--- src/hw/hs_pkg.sv ---
// Purpose: shared types and constants of the homing sequencer
// Assumes: one 40 MHz clock, method code given as an 8-bit number
// Notes:   phases are shared by all supported methods
package hs_pkg;

  localparam int unsigned CLK_PERIOD_NS = 25;

  typedef logic [7:0] hs_method_t;

  localparam hs_method_t HS_M10 = 8'h0A;
  localparam hs_method_t HS_M11 = 8'h0B;
  localparam hs_method_t HS_M12 = 8'h0C;
  localparam hs_method_t HS_M13 = 8'h0D;
  localparam hs_method_t HS_M14 = 8'h0E;
  localparam hs_method_t HS_M17 = 8'h11;
  localparam hs_method_t HS_M18 = 8'h12;
  localparam hs_method_t HS_M19 = 8'h13;
  localparam hs_method_t HS_M20 = 8'h14;

  localparam logic       RST_DIR_POS = 1'b0;
  localparam logic       RST_FAST    = 1'b0;
  localparam logic       RST_MOVE    = 1'b0;
  localparam logic       RST_DONE    = 1'b0;
  localparam logic       RST_ERR     = 1'b0;
  localparam logic [2:0] RST_SYNC    = 3'h0;

  typedef enum logic [2:0] {
    PH_IDLE   = 3'b000,
    PH_FAST   = 3'b001,
    PH_REV    = 3'b010,
    PH_SLOW_A = 3'b011,
    PH_SLOW_B = 3'b100,
    PH_INDEX  = 3'b101,
    PH_DONE   = 3'b110
  } hs_phase_t;

  // synchronised level plus single-cycle edge pulses
  typedef struct packed {
    logic lvl;
    logic rise;
    logic fall;
  } hs_edges_t;

  // per-method direction and step profile
  typedef struct packed {
    logic ok;
    logic fast_pos;
    logic slowa_pos;
    logic slowa_lim_pos;
    logic slowb_pos;
    logic act_pos;
    logic lim_rev_en;
    logic two_edge;
    logic idx_end;
  } hs_prof_t;

endpackage : hs_pkg

--- src/hw/hs_homing_seq.sv ---
// Purpose: homing sequencer ordering direction and speed of an axis
// Assumes: START_I and METHOD_I come from logic on CLK_I
// Notes:   speed values and motion profiling live elsewhere
//
// Operation
// - method ten limit hit: reverse, then index
// - ten/eleven switch active: positive slow, index
// - eleven no limit: negative fast, slow, index
// - eleven limit: reverse positive fast, then index
// - twelve no limit: pos slow, neg slow, index
// - twelve limit: reverse, pos slow, neg slow
// - twelve active: pos slow, neg slow, index
// - thirteen no limit: neg slow, pos slow
// - thirteen limit: reverse, pos slow throughout
// - thirteen active: positive slow, next rise index
// - fourteen no limit: negative all the way
// - fourteen limit: reverse, then negative slow
// - fourteen active: negative slow, index after fall
// - seventeen homes on negative limit falling edge
// - eighteen homes on positive limit falling edge
// - nineteen homes on home switch falling edge
// - twenty inactive: positive slow, stop on rise
`timescale 1ns/1ps
module hs_homing_seq (
  input  wire logic               CLK_I,
  input  wire logic               RST_I,
  input  wire logic               START_I,
  input  wire hs_pkg::hs_method_t METHOD_I,
  input  wire logic               HOME_SW_I,
  input  wire logic               NEG_LIM_I,
  input  wire logic               POS_LIM_I,
  input  wire logic               INDEX_I,
  output logic                    MOVE_O,
  output logic                    DIR_POS_O,
  output logic                    HIGH_SPD_O,
  output logic                    BUSY_O,
  output logic                    DONE_O,
  output logic                    ERR_O
);
  import hs_pkg::*;

  hs_edges_t  home_e;
  hs_edges_t  nlim_e;
  hs_edges_t  plim_e;
  hs_edges_t  idx_e;
  hs_edges_t  ref_e;
  hs_edges_t  start_ref_e;
  hs_phase_t  phase_r;
  hs_method_t meth_r;
  hs_prof_t   prof;
  hs_prof_t   start_prof;
  logic       dir_pos_r;
  logic       fast_r;
  logic       move_r;
  logic       done_r;
  logic       err_r;
  logic       travel_lim;

  // pins enter through two flops before any decision
  hs_sync_edge u_home (
    .clk_i   (CLK_I),
    .rst_i   (RST_I),
    .pin_i   (HOME_SW_I),
    .edges_o (home_e)
  );

  hs_sync_edge u_nlim (
    .clk_i   (CLK_I),
    .rst_i   (RST_I),
    .pin_i   (NEG_LIM_I),
    .edges_o (nlim_e)
  );

  hs_sync_edge u_plim (
    .clk_i   (CLK_I),
    .rst_i   (RST_I),
    .pin_i   (POS_LIM_I),
    .edges_o (plim_e)
  );

  hs_sync_edge u_idx (
    .clk_i   (CLK_I),
    .rst_i   (RST_I),
    .pin_i   (INDEX_I),
    .edges_o (idx_e)
  );

  // direction table; 1 means positive
  function automatic hs_prof_t hs_profile(input hs_method_t m);
    hs_prof_t p;
    p = '0;
    case (m)
      HS_M10: begin
        p.ok = 1'b1; p.fast_pos = 1'b1; p.slowa_pos = 1'b1;
        p.slowa_lim_pos = 1'b1; p.act_pos = 1'b1;
        p.lim_rev_en = 1'b1; p.idx_end = 1'b1;
      end
      HS_M11: begin
        p.ok = 1'b1; p.fast_pos = 1'b0; p.slowa_pos = 1'b0;
        p.slowa_lim_pos = 1'b0;
        p.act_pos = 1'b1;
        p.lim_rev_en = 1'b1; p.idx_end = 1'b1;
      end
      HS_M12: begin
        p.ok = 1'b1; p.fast_pos = 1'b0; p.slowa_pos = 1'b1;
        p.slowa_lim_pos = 1'b1; p.slowb_pos = 1'b0;
        p.act_pos = 1'b1;
        p.lim_rev_en = 1'b1; p.two_edge = 1'b1; p.idx_end = 1'b1;
      end
      HS_M13: begin
        p.ok = 1'b1; p.fast_pos = 1'b0; p.slowa_pos = 1'b0;
        p.slowa_lim_pos = 1'b1; p.slowb_pos = 1'b1;
        p.act_pos = 1'b1;
        p.lim_rev_en = 1'b1; p.two_edge = 1'b1; p.idx_end = 1'b1;
      end
      HS_M14: begin
        p.ok = 1'b1; p.fast_pos = 1'b0; p.slowa_pos = 1'b0;
        p.slowa_lim_pos = 1'b0;
        p.act_pos = 1'b0;
        p.lim_rev_en = 1'b1; p.idx_end = 1'b1;
      end
      HS_M17: begin
        p.ok = 1'b1; p.fast_pos = 1'b0; p.slowa_pos = 1'b1;
        p.slowa_lim_pos = 1'b1; p.act_pos = 1'b1;
      end
      HS_M18: begin
        p.ok = 1'b1; p.fast_pos = 1'b1; p.slowa_pos = 1'b0;
        p.slowa_lim_pos = 1'b0; p.act_pos = 1'b0;
      end
      HS_M19: begin
        p.ok = 1'b1; p.fast_pos = 1'b1; p.slowa_pos = 1'b0;
        p.slowa_lim_pos = 1'b0; p.act_pos = 1'b0;
      end
      HS_M20: begin
        p.ok = 1'b1; p.fast_pos = 1'b0; p.slowb_pos = 1'b1;
        p.act_pos = 1'b0;
      end
      default: begin
        p.ok = 1'b0;
      end
    endcase
    return p;
  endfunction : hs_profile

  // reference switch: limit switch for 17/18, home switch otherwise
  function automatic hs_edges_t hs_ref(input hs_method_t m,
                                       input hs_edges_t  h,
                                       input hs_edges_t  n,
                                       input hs_edges_t  p);
    hs_edges_t r;
    case (m)
      HS_M17:  r = n;
      HS_M18:  r = p;
      default: r = h;
    endcase
    return r;
  endfunction : hs_ref

  always_comb begin
    prof        = hs_profile(meth_r);
    start_prof  = hs_profile(METHOD_I);
    ref_e       = hs_ref(meth_r, home_e, nlim_e, plim_e);
    start_ref_e = hs_ref(METHOD_I, home_e, nlim_e, plim_e);
    // limit in the direction of the fast search
    travel_lim  = prof.fast_pos ? plim_e.lvl : nlim_e.lvl;
  end

  // method latched at start so a changing selector cannot disturb a run
  always_ff @(posedge CLK_I or posedge RST_I) begin
    if (RST_I) begin
      meth_r <= '0;
    end else if (START_I && !move_r) begin
      meth_r <= METHOD_I;
    end
  end

  // sequencing of phase, direction and speed
  always_ff @(posedge CLK_I or posedge RST_I) begin
    if (RST_I) begin
      phase_r   <= PH_IDLE;
      dir_pos_r <= RST_DIR_POS;
      fast_r    <= RST_FAST;
      move_r    <= RST_MOVE;
    end else begin
      case (phase_r)
        PH_IDLE, PH_DONE: begin
          if (START_I && start_prof.ok) begin
            move_r    <= 1'b1;
            // branch chosen from switch level sampled now
            if (start_ref_e.lvl) begin
              if (METHOD_I == HS_M20) begin
                phase_r   <= PH_FAST;
                dir_pos_r <= 1'b0;
                fast_r    <= 1'b1;
              end else begin
                phase_r   <= PH_SLOW_A;
                dir_pos_r <= start_prof.act_pos;
                fast_r    <= 1'b0;
              end
            end else if (METHOD_I == HS_M20) begin
              phase_r   <= PH_SLOW_B;
              dir_pos_r <= start_prof.slowb_pos;
              fast_r    <= 1'b0;
            end else begin
              phase_r   <= PH_FAST;
              dir_pos_r <= start_prof.fast_pos;
              fast_r    <= 1'b1;
            end
          end
        end
        PH_FAST: begin
          if (meth_r == HS_M20) begin
            if (ref_e.fall) begin
              phase_r   <= PH_SLOW_B;
              dir_pos_r <= prof.slowb_pos;
              fast_r    <= 1'b0;
            end
          end else if (prof.lim_rev_en && travel_lim) begin
            // limit wins over a same-cycle edge: axis must not go on
            phase_r   <= PH_REV;
            dir_pos_r <= ~dir_pos_r;
          end else if (ref_e.rise) begin
            phase_r   <= PH_SLOW_A;
            dir_pos_r <= prof.slowa_pos;
            fast_r    <= 1'b0;
          end
        end
        PH_REV: begin
          if (ref_e.rise) begin
            phase_r   <= PH_SLOW_A;
            dir_pos_r <= prof.slowa_lim_pos;
            fast_r    <= 1'b0;
          end
        end
        PH_SLOW_A: begin
          if (ref_e.fall) begin
            if (prof.two_edge) begin
              phase_r   <= PH_SLOW_B;
              dir_pos_r <= prof.slowb_pos;
            end else if (prof.idx_end) begin
              phase_r <= PH_INDEX;
            end else begin
              phase_r <= PH_DONE;
              move_r  <= 1'b0;
            end
          end
        end
        PH_SLOW_B: begin
          if (ref_e.rise) begin
            if (prof.idx_end) begin
              phase_r <= PH_INDEX;
            end else begin
              phase_r <= PH_DONE;
              move_r  <= 1'b0;
            end
          end
        end
        PH_INDEX: begin
          // only index pulses after entering this phase count
          if (idx_e.rise) begin
            phase_r <= PH_DONE;
            move_r  <= 1'b0;
          end
        end
        default: begin
          phase_r <= PH_IDLE;
          move_r  <= 1'b0;
        end
      endcase
    end
  end

  // done is held until the next start while not moving, even one with a bad method
  always_ff @(posedge CLK_I or posedge RST_I) begin
    if (RST_I) begin
      done_r <= RST_DONE;
    end else if (START_I && !move_r) begin
      done_r <= 1'b0;
    end else if (move_r &&
                 ((phase_r == PH_INDEX && idx_e.rise) ||
                  (phase_r == PH_SLOW_A && ref_e.fall &&
                   !prof.two_edge && !prof.idx_end) ||
                  (phase_r == PH_SLOW_B && ref_e.rise &&
                   !prof.idx_end))) begin
      done_r <= 1'b1;
    end
  end

  // unsupported method refused; flag kept until a good start
  always_ff @(posedge CLK_I or posedge RST_I) begin
    if (RST_I) begin
      err_r <= RST_ERR;
    end else if (START_I && !move_r) begin
      err_r <= ~start_prof.ok;
    end
  end

  always_comb begin
    MOVE_O     = move_r;
    DIR_POS_O  = dir_pos_r;
    HIGH_SPD_O = fast_r;
    BUSY_O     = move_r;
    DONE_O     = done_r;
    ERR_O      = err_r;
  end

endmodule : hs_homing_seq

--- src/hw/hs_sync_edge.sv ---
// Purpose: two-flop synchroniser with edge pulses for one pin
// Assumes: pin is asynchronous to CLK_I
// Notes:   first flop feeds only the second flop
`timescale 1ns/1ps
module hs_sync_edge (
  input  wire logic          clk_i,
  input  wire logic          rst_i,
  input  wire logic          pin_i,
  output hs_pkg::hs_edges_t  edges_o
);
  import hs_pkg::*;

  logic [2:0] sh_r;

  always_ff @(posedge clk_i or posedge rst_i) begin
    if (rst_i) begin
      sh_r <= RST_SYNC;
    end else begin
      sh_r <= {sh_r[1:0], pin_i};
    end
  end

  // edges judged from flops two and three only
  always_comb begin
    edges_o.lvl  = sh_r[1];
    edges_o.rise = sh_r[1] & ~sh_r[2];
    edges_o.fall = ~sh_r[1] & sh_r[2];
  end

endmodule : hs_sync_edge

--- config.mk ---
export PLATFORM = sky130hd
export DESIGN_NAME = hs_homing_seq
export DESIGN_NICKNAME = d
export VERILOG_FILES = /design/src/hw/hs_pkg.sv /design/src/hw/hs_homing_seq.sv /design/src/hw/hs_sync_edge.sv
export SDC_FILE = /design/constraint.sdc
export NUM_CORES = 1
export LEC_CHECK = 0
export BUFFER_PORTS_ARGS = -buffer_cell sky130_fd_sc_hd__buf_2
export CAP_MARGIN = 20
export CORE_UTILIZATION = 58
export DETAILED_ROUTE_END_ITERATION = 10
export PLACE_DENSITY = 0.9
export SYNTH_ARGS = -nofsm -noshare
export SYNTH_HDL_FRONTEND = slang
export SYNTH_SLANG_ARGS = --single-unit
--- constraint.sdc ---
create_clock -name CLK_I -period 3.3 [get_ports CLK_I]
set_clock_uncertainty 0.2 [all_clocks]
set_input_delay 0.33 -clock CLK_I [delete_from_list [all_inputs] [get_ports CLK_I]]
set_output_delay 0.33 -clock CLK_I [all_outputs]
set_load 0.005 [all_outputs]
==> metrics.md, run 1 <==
| Metric | Value |
|---|---|
| Number of nets in the layout | 248 |
| Period minus WS final | 2.85 ns |
| Root buffer cell | clkbuf_4 |
| Drt pass-1 iters | 6 |
| R2r endpoint | DIR_POS_O |
| Most frequent cells in the layout | dfrtp_1, buf_2, nand2_1 |
| Cell area after synthesis | 1870 sq um |
| Port-buffer cells | 20 |
| WP data arrival | 2.89 ns |
| Post-Syn Nets | 226 |
| R2r setup slk | roughly 0.45 ns |
| Die span in x | 58.8 microns |
| Slew headroom | 60.0% |
| Setup bufs post-CTS | 0 |
| Clock latency on the worst-skew pair | about 0.33 ns |
| Slowest CP cell | or4_4 |
| Vias in the first global route | 1671 |
| Fin. Hold Viols | 0 |
| RSZ-0062 raised after global routing | false |
| Core footprint | 3050 sq um |
| CTS Hold Bufs | 4 |
| PwrDens | 755 nW/um^2 |
| Status | completed |
| CTS tree | done |
| Clock Path Buffers | 2 |
| Fraction of layout cells with a size suffix above 1 | 18.3% |
| Diodes inserted | 0 |
| Max cap viols | 0 |
| Number of synthesized flops with an enable pin | 0 |
| Clk pin slew, worst setup/hold paths | around 0.17 ns |
| Crit path largest cell delay | approximately 0.56 ns |
| Final antenna-violating net count | 0 |
| First-pass GRT wire length | 7940 microns |
| Initial antenna violation count | 0 |
| Hold WC Path Type | input port to register |
| Die ar. | 3460 sq um |
| Endpoints failing setup | 0 |
| Post_cts resized | 0 |
| Crit start category | register |
| Commonest non-fill, non-tap cell in the layout | dfrtp_1 |
| WL final | 4820 microns |
| Layout area overhead | 13.2% |
| Hold EP | meth_r[7] |
| CP required | 3.34 ns |
| Detailed-route wire length per cell | approximately 18 microns |
| Setup CP Type | register to register |
| Number of fill cells | approximately 240 |
| R2r worst-path depth | 7 |
| Fin worst setup slack | approximately 0.45 ns |
| Setup TNS | 0 ns |
| Placed cell area | slightly below 2000 sq um |
| Critical Path, Cell by Cell | or4_4 -> a211oi_1 -> mux2_2 -> mux2i_1 -> o21ai_1 -> o311ai_1 -> mux2_4 |
| Ys Warns | 0 |
| Distinct cells, synth | 54 |
| Syn Inst Count | ~210 |
| Worst slew pin tran | 0.592 ns |
| CP endpoint kind | register |
| Detailed Place HPWL | 3130 microns |
| FMAX | between 300 and 400 MHz |
| CTS HTree Levels | 1 |
| TritonCTS Buffers | 3 |
| Vias | 1716 |
| Peak VDD IR | between 0.3 and 0.4 mV |
| Worst hold slack | 0.0801 ns |
| Finished Core Util | 69.4% |
| Syn avg cell area | 9.01 sq um |
| P_leak | 0.906 nW |
| Reg2reg start | meth_r[2] |
| Worst-path maximum fanout | 10 |
| DRC Markers | 0 |
| DR iter-0 viols | 122 |
| Hold Startpoint | METHOD_I[7] |
| Largest net degree at the start of global routing | 29 |
| Final worst path period share | between 80 and 90% |
| FFs w/ async S/R, synth | 100% |
| Post-synthesis sequential area ratio | 37.4% |
| Die height | 58.8 microns |
| CTS sink cnt | 28 |
| Final Cell Area | 2120 sq um |
| Synth Register Bits | 28 |
| Total grt overflow | 0 |
| Starting density of the core | 61.4% |
| GRT Overall Usage | 30.2% |
| Pre-CTS setup slack | roughly 0.29 ns |
| Final Slew Violations | 0 |
| I/O Pins | 21 |
| RD Place Congestion | ~0.96 |
| Rows | 20 |
| Worst Hold Depth | 2 |
| Top_reg_cell synth | dfrtp_1 |
| DR vias/cell | about 6.3 |
-- worst max-delay path: cells and delay by family, from the launching register on --
family	cells	cell delay, ns
mux	3	0.84
compound gates	3	0.65
simple gates	1	0.56
flops	1	0.52
-- flip-flops by register name (all words and copies together), names as in the netlist --
register / count
HIGH_SPD_O: 1
ERR_O: 1
u_nlim.sh_r: 3
meth_r: 8
u_idx.sh_r: 3
u_plim.sh_r: 3
DIR_POS_O: 1
BUSY_O: 1
DONE_O: 1
phase_r: 3
u_home.sh_r: 3
-- logic make-up after synthesis --
family | Yosys count | share of synthesized area [%]
compound gates | 53 | 20.0
flops | 28 | 37.4
mux | 14 | 8.28
fa+ha+maj | 3 | 2.00
buf+inv | 21 | 4.88
xor+xnor | 4 | 1.87
simple gates | 85 | 25.5
-- how the worst max path moves through the flow --
stage | start | endpoint | slack (ns) | depth (start not counted)
2_1_floorplan | METHOD_I[5] | phase_r[1] | 0.68 | 12
3_3_place_gp | METHOD_I[3] | phase_r[1] | 0.47 | 13
3_5_place_dp | METHOD_I[3] | phase_r[1] | 0.29 | 13
4_1_cts | meth_r[2] | DIR_POS_O | 0.50 | 7
5_1_grt | METHOD_I[4] | phase_r[1] | 0.33 | 13
6_report | meth_r[2] | DIR_POS_O | 0.45 | 7
-- power by group --
part | switching, mW | internal [mW]
clock | 0.106 | 0.123
combinational | 0.388 | 0.346
sequential | 0.193 | 0.444
total | 0.688 | 0.913
-- metal layers --
| layer | up-vias | wire (microns) | GRT usage, % |
|---|---|---|---|
| met4 | 0 | 71 | 8.84 |
| met1 | 799 | 2010 | 41.4 |
| met5 | - | 0 | 0 |
| li1 | 804 | - | - |
| met3 | 11 | 415 | 4.62 |
| met2 | 102 | 2320 | 49.5 |
-- stage by stage --
step | instances | total power [mW]
after global routing | 273 | 1.71
after global placement | 263 | 1.30
final | 273 | 1.60
after floorplan | 208 | 1.17
after CTS | 271 | 1.56
after detailed placement | 263 | 1.33
-- layout make-up --
| cell class | count | area, sq um | share of cell area, % |
|---|---|---|---|
| multi-input combinational | 159 | 1080 | 51.0 |
| sequential | 28 | 701 | 33.1 |
| inverter | 10 | 37.5 | 1.77 |
| timing repair buffer | 28 | 193 | 9.09 |
| tap | 44 | 55.1 | 2.60 |
| clock inverter | 1 | 30.0 | 1.42 |
| clock buffer | 3 | 22.5 | 1.06 |
-- synth_stat cells, drive strengths merged (4+ instances only) --
master   n  area share (%)
nor2b    7             2.3
mux2i    5             2.7
a21oi    5             1.3
mux2     9             5.6
nand2   15             3.0
a31oi    4             1.3
inv     10             2.0
clkbuf   8             1.6
o31ai    4             1.6
o21ai   13             3.5
o21a     4             1.6
dfrtp   28              37
nand2b  11             3.7
nand3    9             2.4
nor3     6             1.6
nor2    14             2.8
Power figures use the tool's default switching activity.
==> inputs of run 2 (changes only) <==
--- a/config.mk
+++ b/config.mk
@@ -7,9 +7,9 @@
 export LEC_CHECK = 0
 export BUFFER_PORTS_ARGS = -buffer_cell sky130_fd_sc_hd__buf_2
 export CAP_MARGIN = 20
-export CORE_UTILIZATION = 58
+export CORE_UTILIZATION = 38
 export DETAILED_ROUTE_END_ITERATION = 10
-export PLACE_DENSITY = 0.9
+export PLACE_DENSITY = 0.67
 export SYNTH_ARGS = -nofsm -noshare
 export SYNTH_HDL_FRONTEND = slang
 export SYNTH_SLANG_ARGS = --single-unit
==> run 2 against run 1 <==
Cell count up 9.9%. Critical path depth unchanged. Cell area up 3.7%. Die area up 51%. Clock-buffer cell count unchanged. Clock power up 19%. Total power up 3.2%. Worst hold slack better by 0.038 ns. Largest cell class unchanged. Largest power group unchanged.
==> metrics.md, run 2 (synthesized netlist as in run 1, its figures left out) <==
| Metric | Value |
|---|---|
| Status | completed |
| Fin. Hold Viols | 0 (unchanged) |
| Peak VDD IR | 0.357 mV (-7.7%) |
| Root buffer cell | clkbuf_8 |
| WL final | 4370 microns (-9.2%) |
| CTS tree | done |
| DR iter-0 viols | 72 (-41%) |
| Number of nets in the layout | 252 (+1.6%) |
| Clock latency on the worst-skew pair | 0.28 ns (-0.05 ns) |
| Port-buffer cells | 20 (unchanged) |
| Multi-input logic area | 1080 sq um (unchanged) |
| PwrDens | 752 nW/um^2 (-0.44%) |
| First-pass GRT wire length | 7290 microns (-8.2%) |
| Placed instance count | 291 (+11%) |
| Worst-path maximum fanout | 9 (-1) |
| P_leak | 0.932 nW (+2.9%) |
| CP endpoint kind | register |
| Busiest grt layer | met2 |
| Detailed-route wire length per cell | 14.6 microns (-17%) |
| WP data arrival | 2.65 ns (-0.24 ns) |
| Most frequent cells in the layout | dfrtp_1, buf_2, nand2_1 |
| Vias | 1656 (-3.5%) |
| Core footprint | 4720 sq um (+55%) |
| Die ar. | 5210 sq um (+51%) |
| Die height | 72.2 microns (+23%) |
| Final worst path period share | 81.1% (-5.2 points) |
| FMAX | 374 MHz (+6.5%) |
| Period minus WS final | 2.68 ns (-0.173 ns) |
| Number of fill cells | 446 (+90%) |
| Initial antenna violation count | 0 (unchanged) |
| Drt pass-1 iters | 4 (-2) |
| Grt met2 use | 29.0% (-21 points) |
| DR vias/cell | 5.52 (-12%) |
| Fin worst setup slack | 0.625 ns (+0.173 ns) |
| Rows | 25 (+25%) |
| CTS sink cnt | 28 (unchanged) |
| Most flop-heavy register | meth_r |
| Finished Core Util | 46.5% (-23 points) |
| Diodes inserted | 0 (unchanged) |
| Hold WC Path Type | input port to register |
| Layout area overhead | 17.3% |
| Final non-filler cell total | 300 (+9.9%) |
| Largest net degree at the start of global routing | 23 (-21%) |
| Setup CP Type | register to register |
| Vias in the first global route | 1493 (-11%) |
| Starting density of the core | 39.7% (-22 points) |
| GRT Overall Usage | 17.7% (-12 points) |
| Worst hold slack | 0.119 ns (+0.0385 ns) |
| Final antenna-violating net count | 0 (unchanged) |
| Crit start category | register |
| Total grt overflow | 0 (unchanged) |
| GR Util met3 | 1.94% (-2.7 points) |
| GR met1 Demand/Resource | 25.1% (-16 points) |
| Clock Path Buffers | 2 (unchanged) |
| Worst slew pin tran | 0.578 ns (-0.0140 ns) |
| Flip-flop and latch area | 701 sq um (unchanged) |
| CP required | 3.27 ns (-0.07 ns) |
| Detailed Place HPWL | 3240 microns (+3.6%) |
| CTS Hold Bufs | 5 (+1) |
| Endpoints failing setup | 0 (unchanged) |
| I/O Pins | 21 (unchanged) |
| RSZ-0062 raised after global routing | false |
| Commonest non-fill, non-tap cell in the layout | dfrtp_1 |
| Clk pin slew, worst setup/hold paths | 0.10 ns (-0.07 ns) |
| RD Place Congestion | 0.911 (-4.8%) |
| TritonCTS Buffers | 3 (unchanged) |
| Setup bufs post-CTS | 0 (unchanged) |
| R2r setup slk | 0.62 ns (+0.17 ns) |
| CTS HTree Levels | 1 (unchanged) |
| DRC Markers | 0 (unchanged) |
| Setup TNS | 0 ns (unchanged) |
| Max cap viols | 0 (unchanged) |
| Max reg flops | 8 (unchanged) |
| Final Slew Violations | 0 (unchanged) |
| Slew headroom | 61.0% (+0.95 points) |
| Post_cts resized | 0 (unchanged) |
| Die span in x | 72.2 microns (+23%) |
| Fraction of layout cells with a size suffix above 1 | 19.7% (+1.4 points) |
| Pre-CTS setup slack | 0.401 ns (+0.112 ns) |
-- run 2: cell count changes in the layout (fill, tap and decap cells not counted) --
cell | before | now
buf_4 | 2 | 6
clkbuf_8 | 0 | 3
clkbuf_4 | 3 | 0
-- run 2: worst paths after layout --
check	start	end	depth (start not counted)
min in group asynchronous	RST_I	BUSY_O	3
worst min register to register	u_nlim.sh_r[0]	u_nlim.sh_r[1]	0
worst max-delay path	meth_r[0]	DIR_POS_O	7
worst min-delay path	METHOD_I[6]	meth_r[6]	2
worst max register to register	meth_r[0]	DIR_POS_O	7
max in group asynchronous	RST_I	meth_r[2]	4
-- run 2: power by group --
part | switching (mW) | internal (mW) | total, mW
clock | 0.110 | 0.163 | 0.272
sequential | 0.134 | 0.445 | 0.579
combinational | 0.428 | 0.372 | 0.800
total | 0.671 | 0.980 | 1.65
-- run 2: per-stage QoR --
| step | cell area [sq um] | power (mW) |
|---|---|---|
| 6_report | 2200 | 1.65 |
| 5_1_grt | 2200 | 1.77 |
| 4_1_cts | 2200 | 1.65 |
| 3_5_place_dp | 2080 | 1.38 |
| 3_3_place_gp | 2050 | 1.36 |
| 2_1_floorplan | 1870 | 1.17 |
-- run 2: layout make-up --
class	instances	share of cell area (%)
clock buffer	3	1.88
clock inverter	1	1.37
sequential	28	31.9
multi-input combinational	159	49.2
tap	67	3.82
timing repair buffer	32	10.1
inverter	10	1.71
-- run 2: worst max-delay path, cell delays in order, from the launching register on --
cell and delay, ns:
dfrtp_1 0.49, or3b_2 0.49, a211oi_1 0.29, mux2_2 0.41
mux2i_1 0.13, o21ai_1 0.15, o311ai_1 0.14, mux2_4 0.28
-- run 2: layer usage --
metal	wire (microns)	share of wire [%]
met5	0	0
met4	48	1.1
met3	252	5.8
met2	2060	47
met1	2020	46
